$ cat src/common/upf_cfg.svh
// offsets, field positions, reset values and timing counts for the under power factor stage
`ifndef UPF_CFG_SVH
`define UPF_CFG_SVH

// timing
`define UPF_CLK_NS 50
`define UPF_CYCLE_US 5000
`define UPF_TICKW 20
`define UPF_BLOCK_LEAD_MS 5
`define UPF_HIST 40
`define UPF_PRE_TAP 3
`define UPF_NREC 12
`define UPF_NEVT 5

// fixed hysteresis and scale, in percent
`define UPF_HYST_PCT 16'h0067
`define UPF_PCT 16'h0064

// event bit positions
`define EV_BLOCK 0
`define EV_START 1
`define EV_TRIP 2
`define EV_ASTART 3
`define EV_ALARM 4

// record event codes
`define REC_START 2'h1
`define REC_TRIP 2'h2
`define REC_BLOCK 2'h3

// register byte addresses
`define UPF_A_CTRL 8'h00
`define UPF_A_TRIP_SET 8'h04
`define UPF_A_ALARM_SET 8'h08
`define UPF_A_TRIP_DLY 8'h0C
`define UPF_A_ALARM_DLY 8'h10
`define UPF_A_EVT_EN 8'h14
`define UPF_A_STATUS 8'h18
`define UPF_A_CNT_CLR 8'h1C
`define UPF_A_CNT0 8'h20
`define UPF_A_CNT1 8'h24
`define UPF_A_CNT2 8'h28
`define UPF_A_CNT3 8'h2C
`define UPF_A_CNT4 8'h30
`define UPF_A_EXP_OP 8'h34
`define UPF_A_REM_TRIP 8'h38
`define UPF_A_EXP_ALM 8'h3C
`define UPF_A_REM_ALM 8'h40
`define UPF_A_RATIO_TRIP 8'h44
`define UPF_A_RATIO_ALM 8'h48
`define UPF_A_REC_SEL 8'h4C
`define UPF_A_REC_TIME 8'h50
`define UPF_A_REC_PF 8'h54
`define UPF_A_REC_INFO 8'h58

// reset values
`define UPF_RST_ALARM_EN 1'b1
`define UPF_RST_TRIP_SET 8'h50
`define UPF_RST_ALARM_SET 8'h5A
`define UPF_RST_DLY 16'h0014
`define UPF_RST_EVT_EN 10'h3FF

`endif

$ cat src/common/upf_pkg.sv
// types shared by the under power factor stage modules
`include "upf_cfg.svh"
package upf_pkg;

  typedef enum logic [2:0] {
    MODE_ON = 3'b000,
    MODE_BLOCKED = 3'b001,
    MODE_TEST = 3'b010,
    MODE_TEST_BLOCKED = 3'b011,
    MODE_OFF = 3'b100
  } mode_t;

  typedef enum logic [2:0] {
    COND_NORMAL = 3'b000,
    COND_START = 3'b001,
    COND_TRIP = 3'b010,
    COND_BLOCKED = 3'b011,
    COND_ALARM_START = 3'b100,
    COND_ALARM = 3'b101
  } cond_t;

  // definite-time stage: running, expired, elapsed processing cycles
  typedef struct packed {
    logic run;
    logic done;
    logic [15:0] tmr;
  } stage_t;

  typedef struct packed {
    logic [31:0] time_ms;
    logic [1:0] code;
    logic [7:0] pre_pf;
    logic [7:0] fault_pf;
    logic [7:0] prefault_pf;
    logic [15:0] remain;
    logic [2:0] group;
  } rec_t;

endpackage

$ cat src/rtl/pf_ratio.sv
// measured power factor over a pick-up setting, in hundredths
`timescale 1ns/1ps
`include "upf_cfg.svh"
module pf_ratio import upf_pkg::*; (
  input wire logic clk_i,           // system clock
  input wire logic rstn_i,          // synchronous reset, active low
  input wire logic [7:0] pf_i,      // measured power factor, hundredths
  input wire logic [7:0] set_i,     // pick-up setting, hundredths
  output logic [15:0] ratio_o       // ratio, hundredths
);
  typedef struct packed {
    logic [15:0] ratio;
  } pr_state_t;

  pr_state_t s;
  pr_state_t next_s;

  // a zero setting saturates rather than dividing by zero
  always_comb begin
    next_s = s;
    if (set_i == 8'h00) begin
      next_s.ratio = 16'hFFFF;
    end else begin
      next_s.ratio = 16'({8'h00, pf_i} * `UPF_PCT / {8'h00, set_i});
    end
  end

  always_ff @(posedge clk_i) begin
    if (!rstn_i) begin
      s <= '0;
    end else begin
      s <= next_s;
    end
  end

  assign ratio_o = s.ratio;
endmodule

$ cat src/rtl/fault_store.sv
// circular store of the newest fault records
`timescale 1ns/1ps
`include "upf_cfg.svh"
module fault_store import upf_pkg::*; #(
  parameter int DEPTH = `UPF_NREC
) (
  input wire logic clk_i,           // system clock
  input wire logic rstn_i,          // synchronous reset, active low
  input wire logic wr_i,            // write one record, pulse
  input wire rec_t rec_i,           // record to write
  input wire logic [3:0] sel_i,     // record index to read, raw slot number; slot 0 is rewritten first once the store wraps
  output rec_t rec_o                // selected record, registered
);
  localparam int AW = $clog2(DEPTH);
  localparam logic [AW-1:0] LAST = AW'(DEPTH - 1);

  typedef struct packed {
    logic [AW-1:0] wptr;
    rec_t [DEPTH-1:0] mem;
    rec_t rd;
  } fs_state_t;

  fs_state_t s;
  fs_state_t next_s;

  // write pointer wraps, so a full store loses its oldest slot first
  always_comb begin
    next_s = s;
    if (wr_i) begin
      next_s.mem[s.wptr] = rec_i;
      next_s.wptr = (s.wptr == LAST) ? '0 : AW'(s.wptr + 1'b1);
    end
    next_s.rd = (sel_i < 4'(DEPTH)) ? s.mem[sel_i[AW-1:0]] : '0;
  end

  always_ff @(posedge clk_i) begin
    if (!rstn_i) begin
      s <= '0;
    end else begin
      s <= next_s;
    end
  end

  assign rec_o = s.rd;
endmodule

$ cat src/rtl/under_power_factor_stage.sv
// under power factor stage: pick-up, blocking, definite-time timing, events, counters, apb registers
`timescale 1ns/1ps
`include "upf_cfg.svh"
module under_power_factor_stage import upf_pkg::*; #(
  parameter int TICK_CYC = `UPF_CYCLE_US * 1000 / `UPF_CLK_NS
) (
  input wire logic clk_i,              // system clock, 20 MHz
  input wire logic rstn_i,             // synchronous reset, active low
  input wire logic psel_i,             // apb select
  input wire logic penable_i,          // apb enable
  input wire logic pwrite_i,           // apb write
  input wire logic [7:0] paddr_i,      // apb byte address
  input wire logic [31:0] pwdata_i,    // apb write data
  output logic [31:0] prdata_o,        // apb read data
  output logic pready_o,               // apb ready
  output logic pslverr_o,              // apb error on unmapped address
  input wire logic block_i,            // block from the blocking matrix
  input wire logic [7:0] pf_i,         // three phase power factor, hundredths
  input wire logic [31:0] time_ms_i,   // device time stamp, ms
  input wire logic [2:0] sgroup_i,     // active setting group
  output logic start_o,                // start
  output logic trip_o,                 // trip
  output logic blocked_o,              // blocked
  output logic alarm_start_o,          // alarm start
  output logic alarm_o,                // alarm
  output logic [4:0] evt_on_o,         // enabled ON events, pulse
  output logic [4:0] evt_off_o,        // enabled OFF events, pulse
  output logic [31:0] evt_time_o       // time stamp of the event pulses
);
  localparam logic [`UPF_TICKW-1:0] TICK_LAST = `UPF_TICKW'(TICK_CYC - 1);

  typedef struct packed {
    logic [`UPF_TICKW-1:0] tick_cnt;
    mode_t mode;
    logic alarm_en;
    logic [7:0] trip_set;
    logic [7:0] alarm_set;
    logic [15:0] trip_dly;
    logic [15:0] alarm_dly;
    logic [9:0] evt_en;
    logic [3:0] rec_sel;
    logic pu_t;
    logic pu_a;
    stage_t tr;
    stage_t al;
    logic blocked;
    logic [4:0] prev;
    logic [4:0][15:0] cnt;
    logic [`UPF_HIST-1:0][7:0] hist;
    logic [7:0] pf200;
    logic rec_wr;
    rec_t rec;
    logic [31:0] prdata;
    logic pready;
    logic pslverr;
    logic [4:0] evt_on;
    logic [4:0] evt_off;
    logic [31:0] evt_time;
  } st_t;

  st_t s;
  st_t next_s;
  rec_t rec_rd;
  logic [15:0] ratio_trip;
  logic [15:0] ratio_alm;

  // the two blocking modes act like a permanently active block input
  function automatic logic mode_blocks(input mode_t m);
    return (m == MODE_BLOCKED) || (m == MODE_TEST_BLOCKED);
  endfunction

  // pick-up below the setting, release only at or above the hysteresis level
  function automatic logic pickup(input logic was, input logic [7:0] pf, input logic [7:0] set);
    logic [15:0] pf_scaled;
    logic [15:0] rel_lvl;
    pf_scaled = 16'({8'h00, pf} * `UPF_PCT);
    rel_lvl = 16'({8'h00, set} * `UPF_HYST_PCT);
    if (was) begin
      return !(pf_scaled >= rel_lvl);
    end
    return pf < set;
  endfunction

  // one processing cycle of a definite-time stage; no go means instant release
  function automatic stage_t dt_step(input stage_t st, input logic go, input logic [15:0] dly);
    stage_t r;
    r = '0;
    if (go) begin
      r.run = 1'b1;
      r.tmr = (!st.run) ? 16'h0000 : ((st.tmr == 16'hFFFF) ? st.tmr : 16'(st.tmr + 1'b1));
      r.done = st.run && (17'(st.tmr) + 17'h00001 >= {1'b0, dly});
    end
    return r;
  endfunction

  // time left on a running stage, zero once expired or idle
  function automatic logic [15:0] remaining(input stage_t st, input logic [15:0] dly);
    if (st.run && !st.done && dly > st.tmr) begin
      return 16'(dly - st.tmr);
    end
    return 16'h0000;
  endfunction

  // displayed condition, most severe first
  function automatic cond_t cond_of(input st_t st);
    if (st.tr.done) begin
      return COND_TRIP;
    end
    if (st.tr.run) begin
      return COND_START;
    end
    if (st.al.done) begin
      return COND_ALARM;
    end
    if (st.al.run) begin
      return COND_ALARM_START;
    end
    if (st.blocked) begin
      return COND_BLOCKED;
    end
    return COND_NORMAL;
  endfunction

  pf_ratio u_ratio_trip (
    .clk_i(clk_i),
    .rstn_i(rstn_i),
    .pf_i(pf_i),
    .set_i(s.trip_set),
    .ratio_o(ratio_trip)
  );

  pf_ratio u_ratio_alm (
    .clk_i(clk_i),
    .rstn_i(rstn_i),
    .pf_i(pf_i),
    .set_i(s.alarm_set),
    .ratio_o(ratio_alm)
  );

  fault_store #(
    .DEPTH(`UPF_NREC)
  ) u_store (
    .clk_i(clk_i),
    .rstn_i(rstn_i),
    .wr_i(s.rec_wr),
    .rec_i(s.rec),
    .sel_i(s.rec_sel),
    .rec_o(rec_rd)
  );

  // processing cycle, pick-up, blocking, stage timing, events, counters and bus
  always_comb begin
    logic tick;
    logic blk;
    logic act;
    logic pu_t;
    logic pu_a;
    logic [4:0] cur;
    logic [4:0] rise;
    logic [4:0] fall;
    logic [4:0] clr;
    logic wr;
    logic [31:0] rd;
    logic hit;
    tick = 1'b0;
    blk = 1'b0;
    act = 1'b0;
    pu_t = 1'b0;
    pu_a = 1'b0;
    cur = '0;
    rise = '0;
    fall = '0;
    clr = '0;
    wr = 1'b0;
    rd = 32'h0000_0000;
    hit = 1'b0;
    next_s = s;
    next_s.rec_wr = 1'b0;
    next_s.evt_on = '0;
    next_s.evt_off = '0;

    // processing cycle base
    tick = (s.tick_cnt == TICK_LAST);
    next_s.tick_cnt = tick ? '0 : `UPF_TICKW'(s.tick_cnt + 1'b1);

    // bus writes land on the completing access edge
    wr = psel_i && penable_i && s.pready && pwrite_i;
    if (wr) begin
      unique case (paddr_i)
        `UPF_A_CTRL: begin
          next_s.mode = (pwdata_i[2:0] > MODE_OFF) ? MODE_OFF : mode_t'(pwdata_i[2:0]);
          next_s.alarm_en = pwdata_i[3];
        end
        `UPF_A_TRIP_SET: next_s.trip_set = pwdata_i[7:0];
        `UPF_A_ALARM_SET: next_s.alarm_set = pwdata_i[7:0];
        `UPF_A_TRIP_DLY: next_s.trip_dly = pwdata_i[15:0];
        `UPF_A_ALARM_DLY: next_s.alarm_dly = pwdata_i[15:0];
        `UPF_A_EVT_EN: next_s.evt_en = pwdata_i[9:0];
        `UPF_A_CNT_CLR: clr = pwdata_i[4:0];
        `UPF_A_REC_SEL: next_s.rec_sel = pwdata_i[3:0];
        default: ;
      endcase
    end

    // clearing a counter happens first, so an occurrence in the same cycle still counts
    for (int i = 0; i < `UPF_NEVT; i++) begin
      if (clr[i]) begin
        next_s.cnt[i] = 16'h0000;
      end
    end

    if (tick) begin
      // block is taken once per cycle, before any timing decision
      blk = block_i || mode_blocks(s.mode);
      act = (s.mode != MODE_OFF);
      pu_t = act && pickup(s.pu_t, pf_i, s.trip_set);
      pu_a = act && s.alarm_en && pickup(s.pu_a, pf_i, s.alarm_set);
      next_s.pu_t = pu_t;
      next_s.pu_a = pu_a;

      // a block during start drops the go condition, which releases like a pick-up drop
      next_s.tr = dt_step(s.tr, pu_t && !blk, s.trip_dly);
      next_s.al = dt_step(s.al, pu_a && !blk, s.alarm_dly);
      next_s.blocked = (pu_t || pu_a) && blk;

      // edges of the five outputs, filtered by the per-event enables
      cur[`EV_BLOCK] = next_s.blocked;
      cur[`EV_START] = next_s.tr.run;
      cur[`EV_TRIP] = next_s.tr.done;
      cur[`EV_ASTART] = next_s.al.run;
      cur[`EV_ALARM] = next_s.al.done;
      rise = cur & ~s.prev;
      fall = ~cur & s.prev;
      next_s.prev = cur;
      next_s.evt_on = rise & s.evt_en[4:0];
      next_s.evt_off = fall & s.evt_en[9:5];
      next_s.evt_time = time_ms_i;
      for (int i = 0; i < `UPF_NEVT; i++) begin
        if (rise[i]) begin
          next_s.cnt[i] = 16'(next_s.cnt[i] + 1'b1);
        end
      end

      // pre-fault level is frozen at start and reused by a later trip record
      if (rise[`EV_START]) begin
        next_s.pf200 = s.hist[`UPF_HIST-1];
      end
      if (rise[`EV_START] || rise[`EV_TRIP] || rise[`EV_BLOCK]) begin
        next_s.rec_wr = 1'b1;
        next_s.rec.time_ms = time_ms_i;
        next_s.rec.code = rise[`EV_TRIP] ? `REC_TRIP : (rise[`EV_START] ? `REC_START : `REC_BLOCK);
        next_s.rec.pre_pf = s.hist[`UPF_PRE_TAP];
        next_s.rec.fault_pf = pf_i;
        next_s.rec.prefault_pf = rise[`EV_START] ? s.hist[`UPF_HIST-1] : s.pf200;
        next_s.rec.remain = remaining(next_s.tr, s.trip_dly);
        next_s.rec.group = sgroup_i;
      end
      next_s.hist = {s.hist[`UPF_HIST-2:0], pf_i};
    end

    // read data is captured in the setup cycle so the access cycle answers from flops
    unique case (paddr_i)
      `UPF_A_CTRL: begin
        rd = {28'h0000000, s.alarm_en, s.mode};
        hit = 1'b1;
      end
      `UPF_A_TRIP_SET: begin
        rd = {24'h000000, s.trip_set};
        hit = 1'b1;
      end
      `UPF_A_ALARM_SET: begin
        rd = {24'h000000, s.alarm_set};
        hit = 1'b1;
      end
      `UPF_A_TRIP_DLY: begin
        rd = {16'h0000, s.trip_dly};
        hit = 1'b1;
      end
      `UPF_A_ALARM_DLY: begin
        rd = {16'h0000, s.alarm_dly};
        hit = 1'b1;
      end
      `UPF_A_EVT_EN: begin
        rd = {22'h000000, s.evt_en};
        hit = 1'b1;
      end
      `UPF_A_STATUS: begin
        rd = {25'h0000000, s.mode, 1'b0, cond_of(s)};
        hit = 1'b1;
      end
      `UPF_A_CNT_CLR: hit = 1'b1;
      `UPF_A_CNT0: begin
        rd = {16'h0000, s.cnt[0]};
        hit = 1'b1;
      end
      `UPF_A_CNT1: begin
        rd = {16'h0000, s.cnt[1]};
        hit = 1'b1;
      end
      `UPF_A_CNT2: begin
        rd = {16'h0000, s.cnt[2]};
        hit = 1'b1;
      end
      `UPF_A_CNT3: begin
        rd = {16'h0000, s.cnt[3]};
        hit = 1'b1;
      end
      `UPF_A_CNT4: begin
        rd = {16'h0000, s.cnt[4]};
        hit = 1'b1;
      end
      `UPF_A_EXP_OP: begin
        rd = {16'h0000, s.trip_dly};
        hit = 1'b1;
      end
      `UPF_A_REM_TRIP: begin
        rd = {16'h0000, remaining(s.tr, s.trip_dly)};
        hit = 1'b1;
      end
      `UPF_A_EXP_ALM: begin
        rd = {16'h0000, s.alarm_dly};
        hit = 1'b1;
      end
      `UPF_A_REM_ALM: begin
        rd = {16'h0000, remaining(s.al, s.alarm_dly)};
        hit = 1'b1;
      end
      `UPF_A_RATIO_TRIP: begin
        rd = {16'h0000, ratio_trip};
        hit = 1'b1;
      end
      `UPF_A_RATIO_ALM: begin
        rd = {16'h0000, ratio_alm};
        hit = 1'b1;
      end
      `UPF_A_REC_SEL: begin
        rd = {28'h0000000, s.rec_sel};
        hit = 1'b1;
      end
      `UPF_A_REC_TIME: begin
        rd = rec_rd.time_ms;
        hit = 1'b1;
      end
      `UPF_A_REC_PF: begin
        rd = {8'h00, rec_rd.prefault_pf, rec_rd.fault_pf, rec_rd.pre_pf};
        hit = 1'b1;
      end
      `UPF_A_REC_INFO: begin
        rd = {10'h000, rec_rd.code, 1'b0, rec_rd.group, rec_rd.remain};
        hit = 1'b1;
      end
      default: ;
    endcase

    // zero wait state: ready follows every setup cycle
    next_s.pready = psel_i && !penable_i;
    if (psel_i && !penable_i) begin
      next_s.prdata = hit ? rd : 32'h0000_0000;
      next_s.pslverr = !hit;
    end else begin
      next_s.pslverr = 1'b0;
    end
  end

  always_ff @(posedge clk_i) begin
    if (!rstn_i) begin
      s <= '0;
      s.mode <= MODE_ON;
      s.alarm_en <= `UPF_RST_ALARM_EN;
      s.trip_set <= `UPF_RST_TRIP_SET;
      s.alarm_set <= `UPF_RST_ALARM_SET;
      s.trip_dly <= `UPF_RST_DLY;
      s.alarm_dly <= `UPF_RST_DLY;
      s.evt_en <= `UPF_RST_EVT_EN;
    end else begin
      s <= next_s;
    end
  end

  // outputs straight from the state flops
  assign prdata_o = s.prdata;
  assign pready_o = s.pready;
  assign pslverr_o = s.pslverr;
  assign start_o = s.tr.run;
  assign trip_o = s.tr.done;
  assign blocked_o = s.blocked;
  assign alarm_start_o = s.al.run;
  assign alarm_o = s.al.done;
  assign evt_on_o = s.evt_on;
  assign evt_off_o = s.evt_off;
  assign evt_time_o = s.evt_time;
endmodule

$ cat config.mk
export PLATFORM = sky130hd
export DESIGN_NAME = under_power_factor_stage
export DESIGN_NICKNAME = d
export VERILOG_FILES = /design/src/common/upf_pkg.sv /design/src/rtl/pf_ratio.sv /design/src/rtl/fault_store.sv /design/src/rtl/under_power_factor_stage.sv
export VERILOG_INCLUDE_DIRS = /design/src /design/src/common
export SDC_FILE = /design/constraint.sdc
export NUM_CORES = 2
export LEC_CHECK = 0
export ABC_AREA = 1
export CORE_MARGIN = 4
export CORE_UTILIZATION = 63
export CTS_BUF_LIST = sky130_fd_sc_hd__clkbuf_8
export CTS_CLUSTER_SIZE = 14
export DETAILED_ROUTE_END_ITERATION = 10
export DONT_BUFFER_PORTS = 1
export PLACE_DENSITY = 0.86
export SYNTH_ARGS = -nofsm -noshare
export SYNTH_HDL_FRONTEND = slang
export SYNTH_SLANG_ARGS = --single-unit
$ cat constraint.sdc
create_clock -name clk_i -period 70 [get_ports clk_i]
set_input_delay 14 -clock clk_i [delete_from_list [all_inputs] [get_ports clk_i]]
set_output_delay 14 -clock clk_i [all_outputs]
set_load 0.02 [all_outputs]
==> results.md <==
• clkbuf_8 — root buf cell
• 1.02 — global placer's final weighted congestion
• flip-flop — Worst Setup End Kind
• false — unrepaired setup endpoints after global routing
• 0.477 — met1 demand-to-capacity share in global routing
• 0.06 ns — clk slew on worst S/H paths
• 0.442 ns — final worst hold slack
• in2reg — crit path kind
• 0.0620 — share of post-route cells with drive strength above 1
• 12000 — Gate Count Post-Synth
• dfxtp_1 — primary flip-flop cell chosen by synthesis mapping
• 431000 um — wire length of the first global-routing pass
• 0 — number of nets with antenna violations after detailed routing
• 136000 um^2 — placeable core region
• 379 um — Die X-Extent
• 135 — count of standard-cell rows
• 12100 — fin nets
• finished, violations left — result of the run
• 170 — I/O pin cnt
• 12600 — Initial DRC Count
• 1724 — Synth Register Bits
• 0 — Synth Warn #
• met2 — peak-usage layer in the global routing report
• 292 — TritonCTS buffer count
• 21.2 MHz — achievable clock frequency
• 0 — ys async rst share
• 7.23 um^2 — average instance area after synthesis
• 0.0936 — met3 usage
• 19 — critical path fanouts, max
• 0.101 ns — clock skew after layout
• 1.05 ns — source-to-sink clock delay at the later pin of the worst-skew pair
• 70.84 ns — Worst Path Required
• compound AO/OA/AOI/OAI gates — Largest delay share family, worst path
• nand2_1 — cell repeated most along the worst path
• input pin — CP startpoint kind
• 209 — critical path depth in cells
• 144000 um^2 — die area
• 1 — max-cap viol count
• 1724 — Clock Sink Count
• 0.675 — post-layout util
• 2.40 ns — transition time at the pin with the least slew margin
• 0.376 — Overall Global Routing Usage
• -0.603 — worst slew margin relative to its limit
• 0.50 ns — CP max stage delay
• 0 ns — total negative setup slack
• 281000 um — detailed-route wire length
• 0 — count of buffers from port buffering
• 203 — R2R cell count
• 0 — number of DRC violations after detailed routing
• 0 — number of hold violations in the final report
• built — CTS tree
• 0.674 — ratio of final minimum period to clock period
• 739 — Max Slew Vio Count
• 2 — Min-Delay Path Depth
• 47.15 ns — shortest clock period the worst path allows after layout
• 1139 — pin count of the biggest net entering global routing
• reg2reg — HP Class
• 0 — number of enable flip-flop cells after synthesis
• o31ai_1 — slowest stage cell on the critical path
• 86400 um^2 — cell area reported after detailed placement
• 0 — post-CTS repair timing setup buffer count
• 9 — count of TritonRoute iterations in the first routing pass
• 172000 um — detailed placement HPWL
• 47.99 ns — arrival time at the worst endpoint
• 12600 — net count of the mapped netlist
• 5.96% — layout overhead on the synthesized area
• 91900 um^2 — post-route standard cell area excluding fillers
• 32 — Buf+Inv Stages, Crit Path
• 379 um — Vert. Die Dim
• 0.580 — global routing met2 resource utilization
• 0.637 — Initial Util
• 83900 — number of vias after detailed routing
• 4 — maximum root-to-sink buffer count
• 20.8 um — average detailed-routed wire length per instance
• 0.398 — share of the yosys chip area belonging to registers
• 5 — Clock H-tree levels
• 0 — CTS hold repair buffers
• 6.21 — Vias per Instance
• 0 — post_cts resized
• capacitance limit, slew limit — violated checks
• 10 — initial antenna violation count
• 86700 um^2 — synthesized area
• 78700 — via count of the first global-routing pass
• 0 — Congestion Overflow GR
• 0 — count of endpoints failing setup in the final report
• 67 — post-synthesis cell type count
-- state kept, by name, indices dropped and copies added (netlist names) --
signal,flops
u_ratio_alm.ratio_o,16
evt_off_o,5
alarm_o,1
u_ratio_trip.ratio_o,16
u_store.s,928
evt_on_o,5
evt_time_o,32
pready_o,1
u_store.rec_o,77
pslverr_o,1
s,610
prdata_o,32
-- synthesized netlist by cell type (5+ instances only) --
master / number / share of area
a2111oi_0: 8 / 0.00081
a211oi_1: 61 / 0.0053
a21o_1: 49 / 0.0042
a21oi_1: 663 / 0.038
a221oi_1: 29 / 0.0029
a22o_1: 5 / 0.00051
buf_1: 20 / 0.00087
buf_4: 76 / 0.0066
clkbuf_1: 740 / 0.032
clkinv_1: 8 / 0.00035
dfxtp_1: 1724 / 0.40
fa_1: 32 / 0.0074
ha_1: 453 / 0.065
inv_1: 1218 / 0.053
inv_2: 26 / 0.0011
nand2_1: 960 / 0.042
nand2_2: 51 / 0.0037
nand2_4: 19 / 0.0025
nand3_1: 315 / 0.018
nand3_2: 36 / 0.0042
nand3b_1: 10 / 0.00087
nand4_1: 67 / 0.0048
nor2_1: 2424 / 0.10
nor2_2: 15 / 0.0011
nor2_4: 12 / 0.0016
nor3_1: 100 / 0.0058
nor4_1: 34 / 0.0025
o2111ai_1: 15 / 0.0015
o211ai_1: 139 / 0.012
o21a_1: 13 / 0.0011
o21ai_0: 1753 / 0.10
o21ai_1: 29 / 0.0017
o21bai_1: 44 / 0.0038
o221ai_1: 64 / 0.0065
o22ai_1: 479 / 0.035
o31ai_1: 15 / 0.0013
or2_2: 40 / 0.0029
or3_1: 5 / 0.00036
xnor2_1: 79 / 0.0080
xor2_1: 109 / 0.011
-- logic make-up after synthesis --
group                    after synthesis  synth area share
XOR/XNOR                             189            0.0192
flip-flops                          1724             0.398
AO/OA/AOI/OAI                       3393             0.218
adder cells (fa/ha/maj)              485            0.0728
AND/OR/NAND/NOR                     4106             0.197
buffers and inverters               2099            0.0947
-- worst reg2reg max path, delay by kind of cell (launching register included) --
| family | cells | cell delay (ns) |
|---|---|---|
| DFF | 1 | 0.36 |
| and+or+nand+nor | 86 | 10.89 |
| buffers and inverters | 33 | 4.05 |
| adders and majority gates | 17 | 5.25 |
| AOI/OAI and AO/OA | 67 | 12.73 |
-- stage by stage --
stage	cells	setup WS [ns]
after floorplan	12000	26.99
after global placement	13000	23.50
after CTS	13500	23.34
final	13500	22.85
after global routing	13500	19.80
after detailed placement	13000	22.41
-- per-layer routing --
layer | vias up | wire length (um)
met5 | - | 0
met4 | 0 | 18100
met3 | 1084 | 32800
met2 | 5061 | 122000
met1 | 38900 | 108000
li1 | 38900 | -
-- placed cells by master (no fill, tap or decap), types with 37 or more instances in the layout --
cell type	Yosys	routed
a211oi_1	61	61
a21o_1	49	49
a21oi_1	663	663
buf_4	76	89
clkbuf_8	1	355
dfxtp_1	1724	1721
ha_1	453	453
inv_1	1218	1313
nand2_1	960	959
nand2_2	51	51
nand3_1	315	314
nand3_2	36	37
nand4_1	67	67
nor2_1	2424	2407
nor3_1	100	100
o211ai_1	139	139
o21ai_0	1753	1753
o21bai_1	44	44
o221ai_1	64	64
o22ai_1	479	479
or2_2	40	40
xnor2_1	79	79
xor2_1	109	109
-- area by class of cell --
cell class	instances	area, um^2
diodes	11	27.5
clock buffers	355	4890
clock inverters	127	588
fillers	11100	44300
inverters	1256	4760
multi-input cells	8173	44100
flip-flops and latches	1724	34500
well taps	1781	2230
repair buffers	92	728
-- final timing paths --
kind,from,endpoint,slack (ns)
setup / recovery,pf_i[2],u_ratio_trip.ratio_o[0],22.85
hold / removal,s[463],s[471],0.44
setup reg to reg,s[666],u_ratio_trip.ratio_o[0],36.58
hold reg to reg,s[463],s[471],0.44
Power is left out: the tool's default activity adds up to more than one toggle a clock period on the data nets, which glitch-free logic cannot reach.
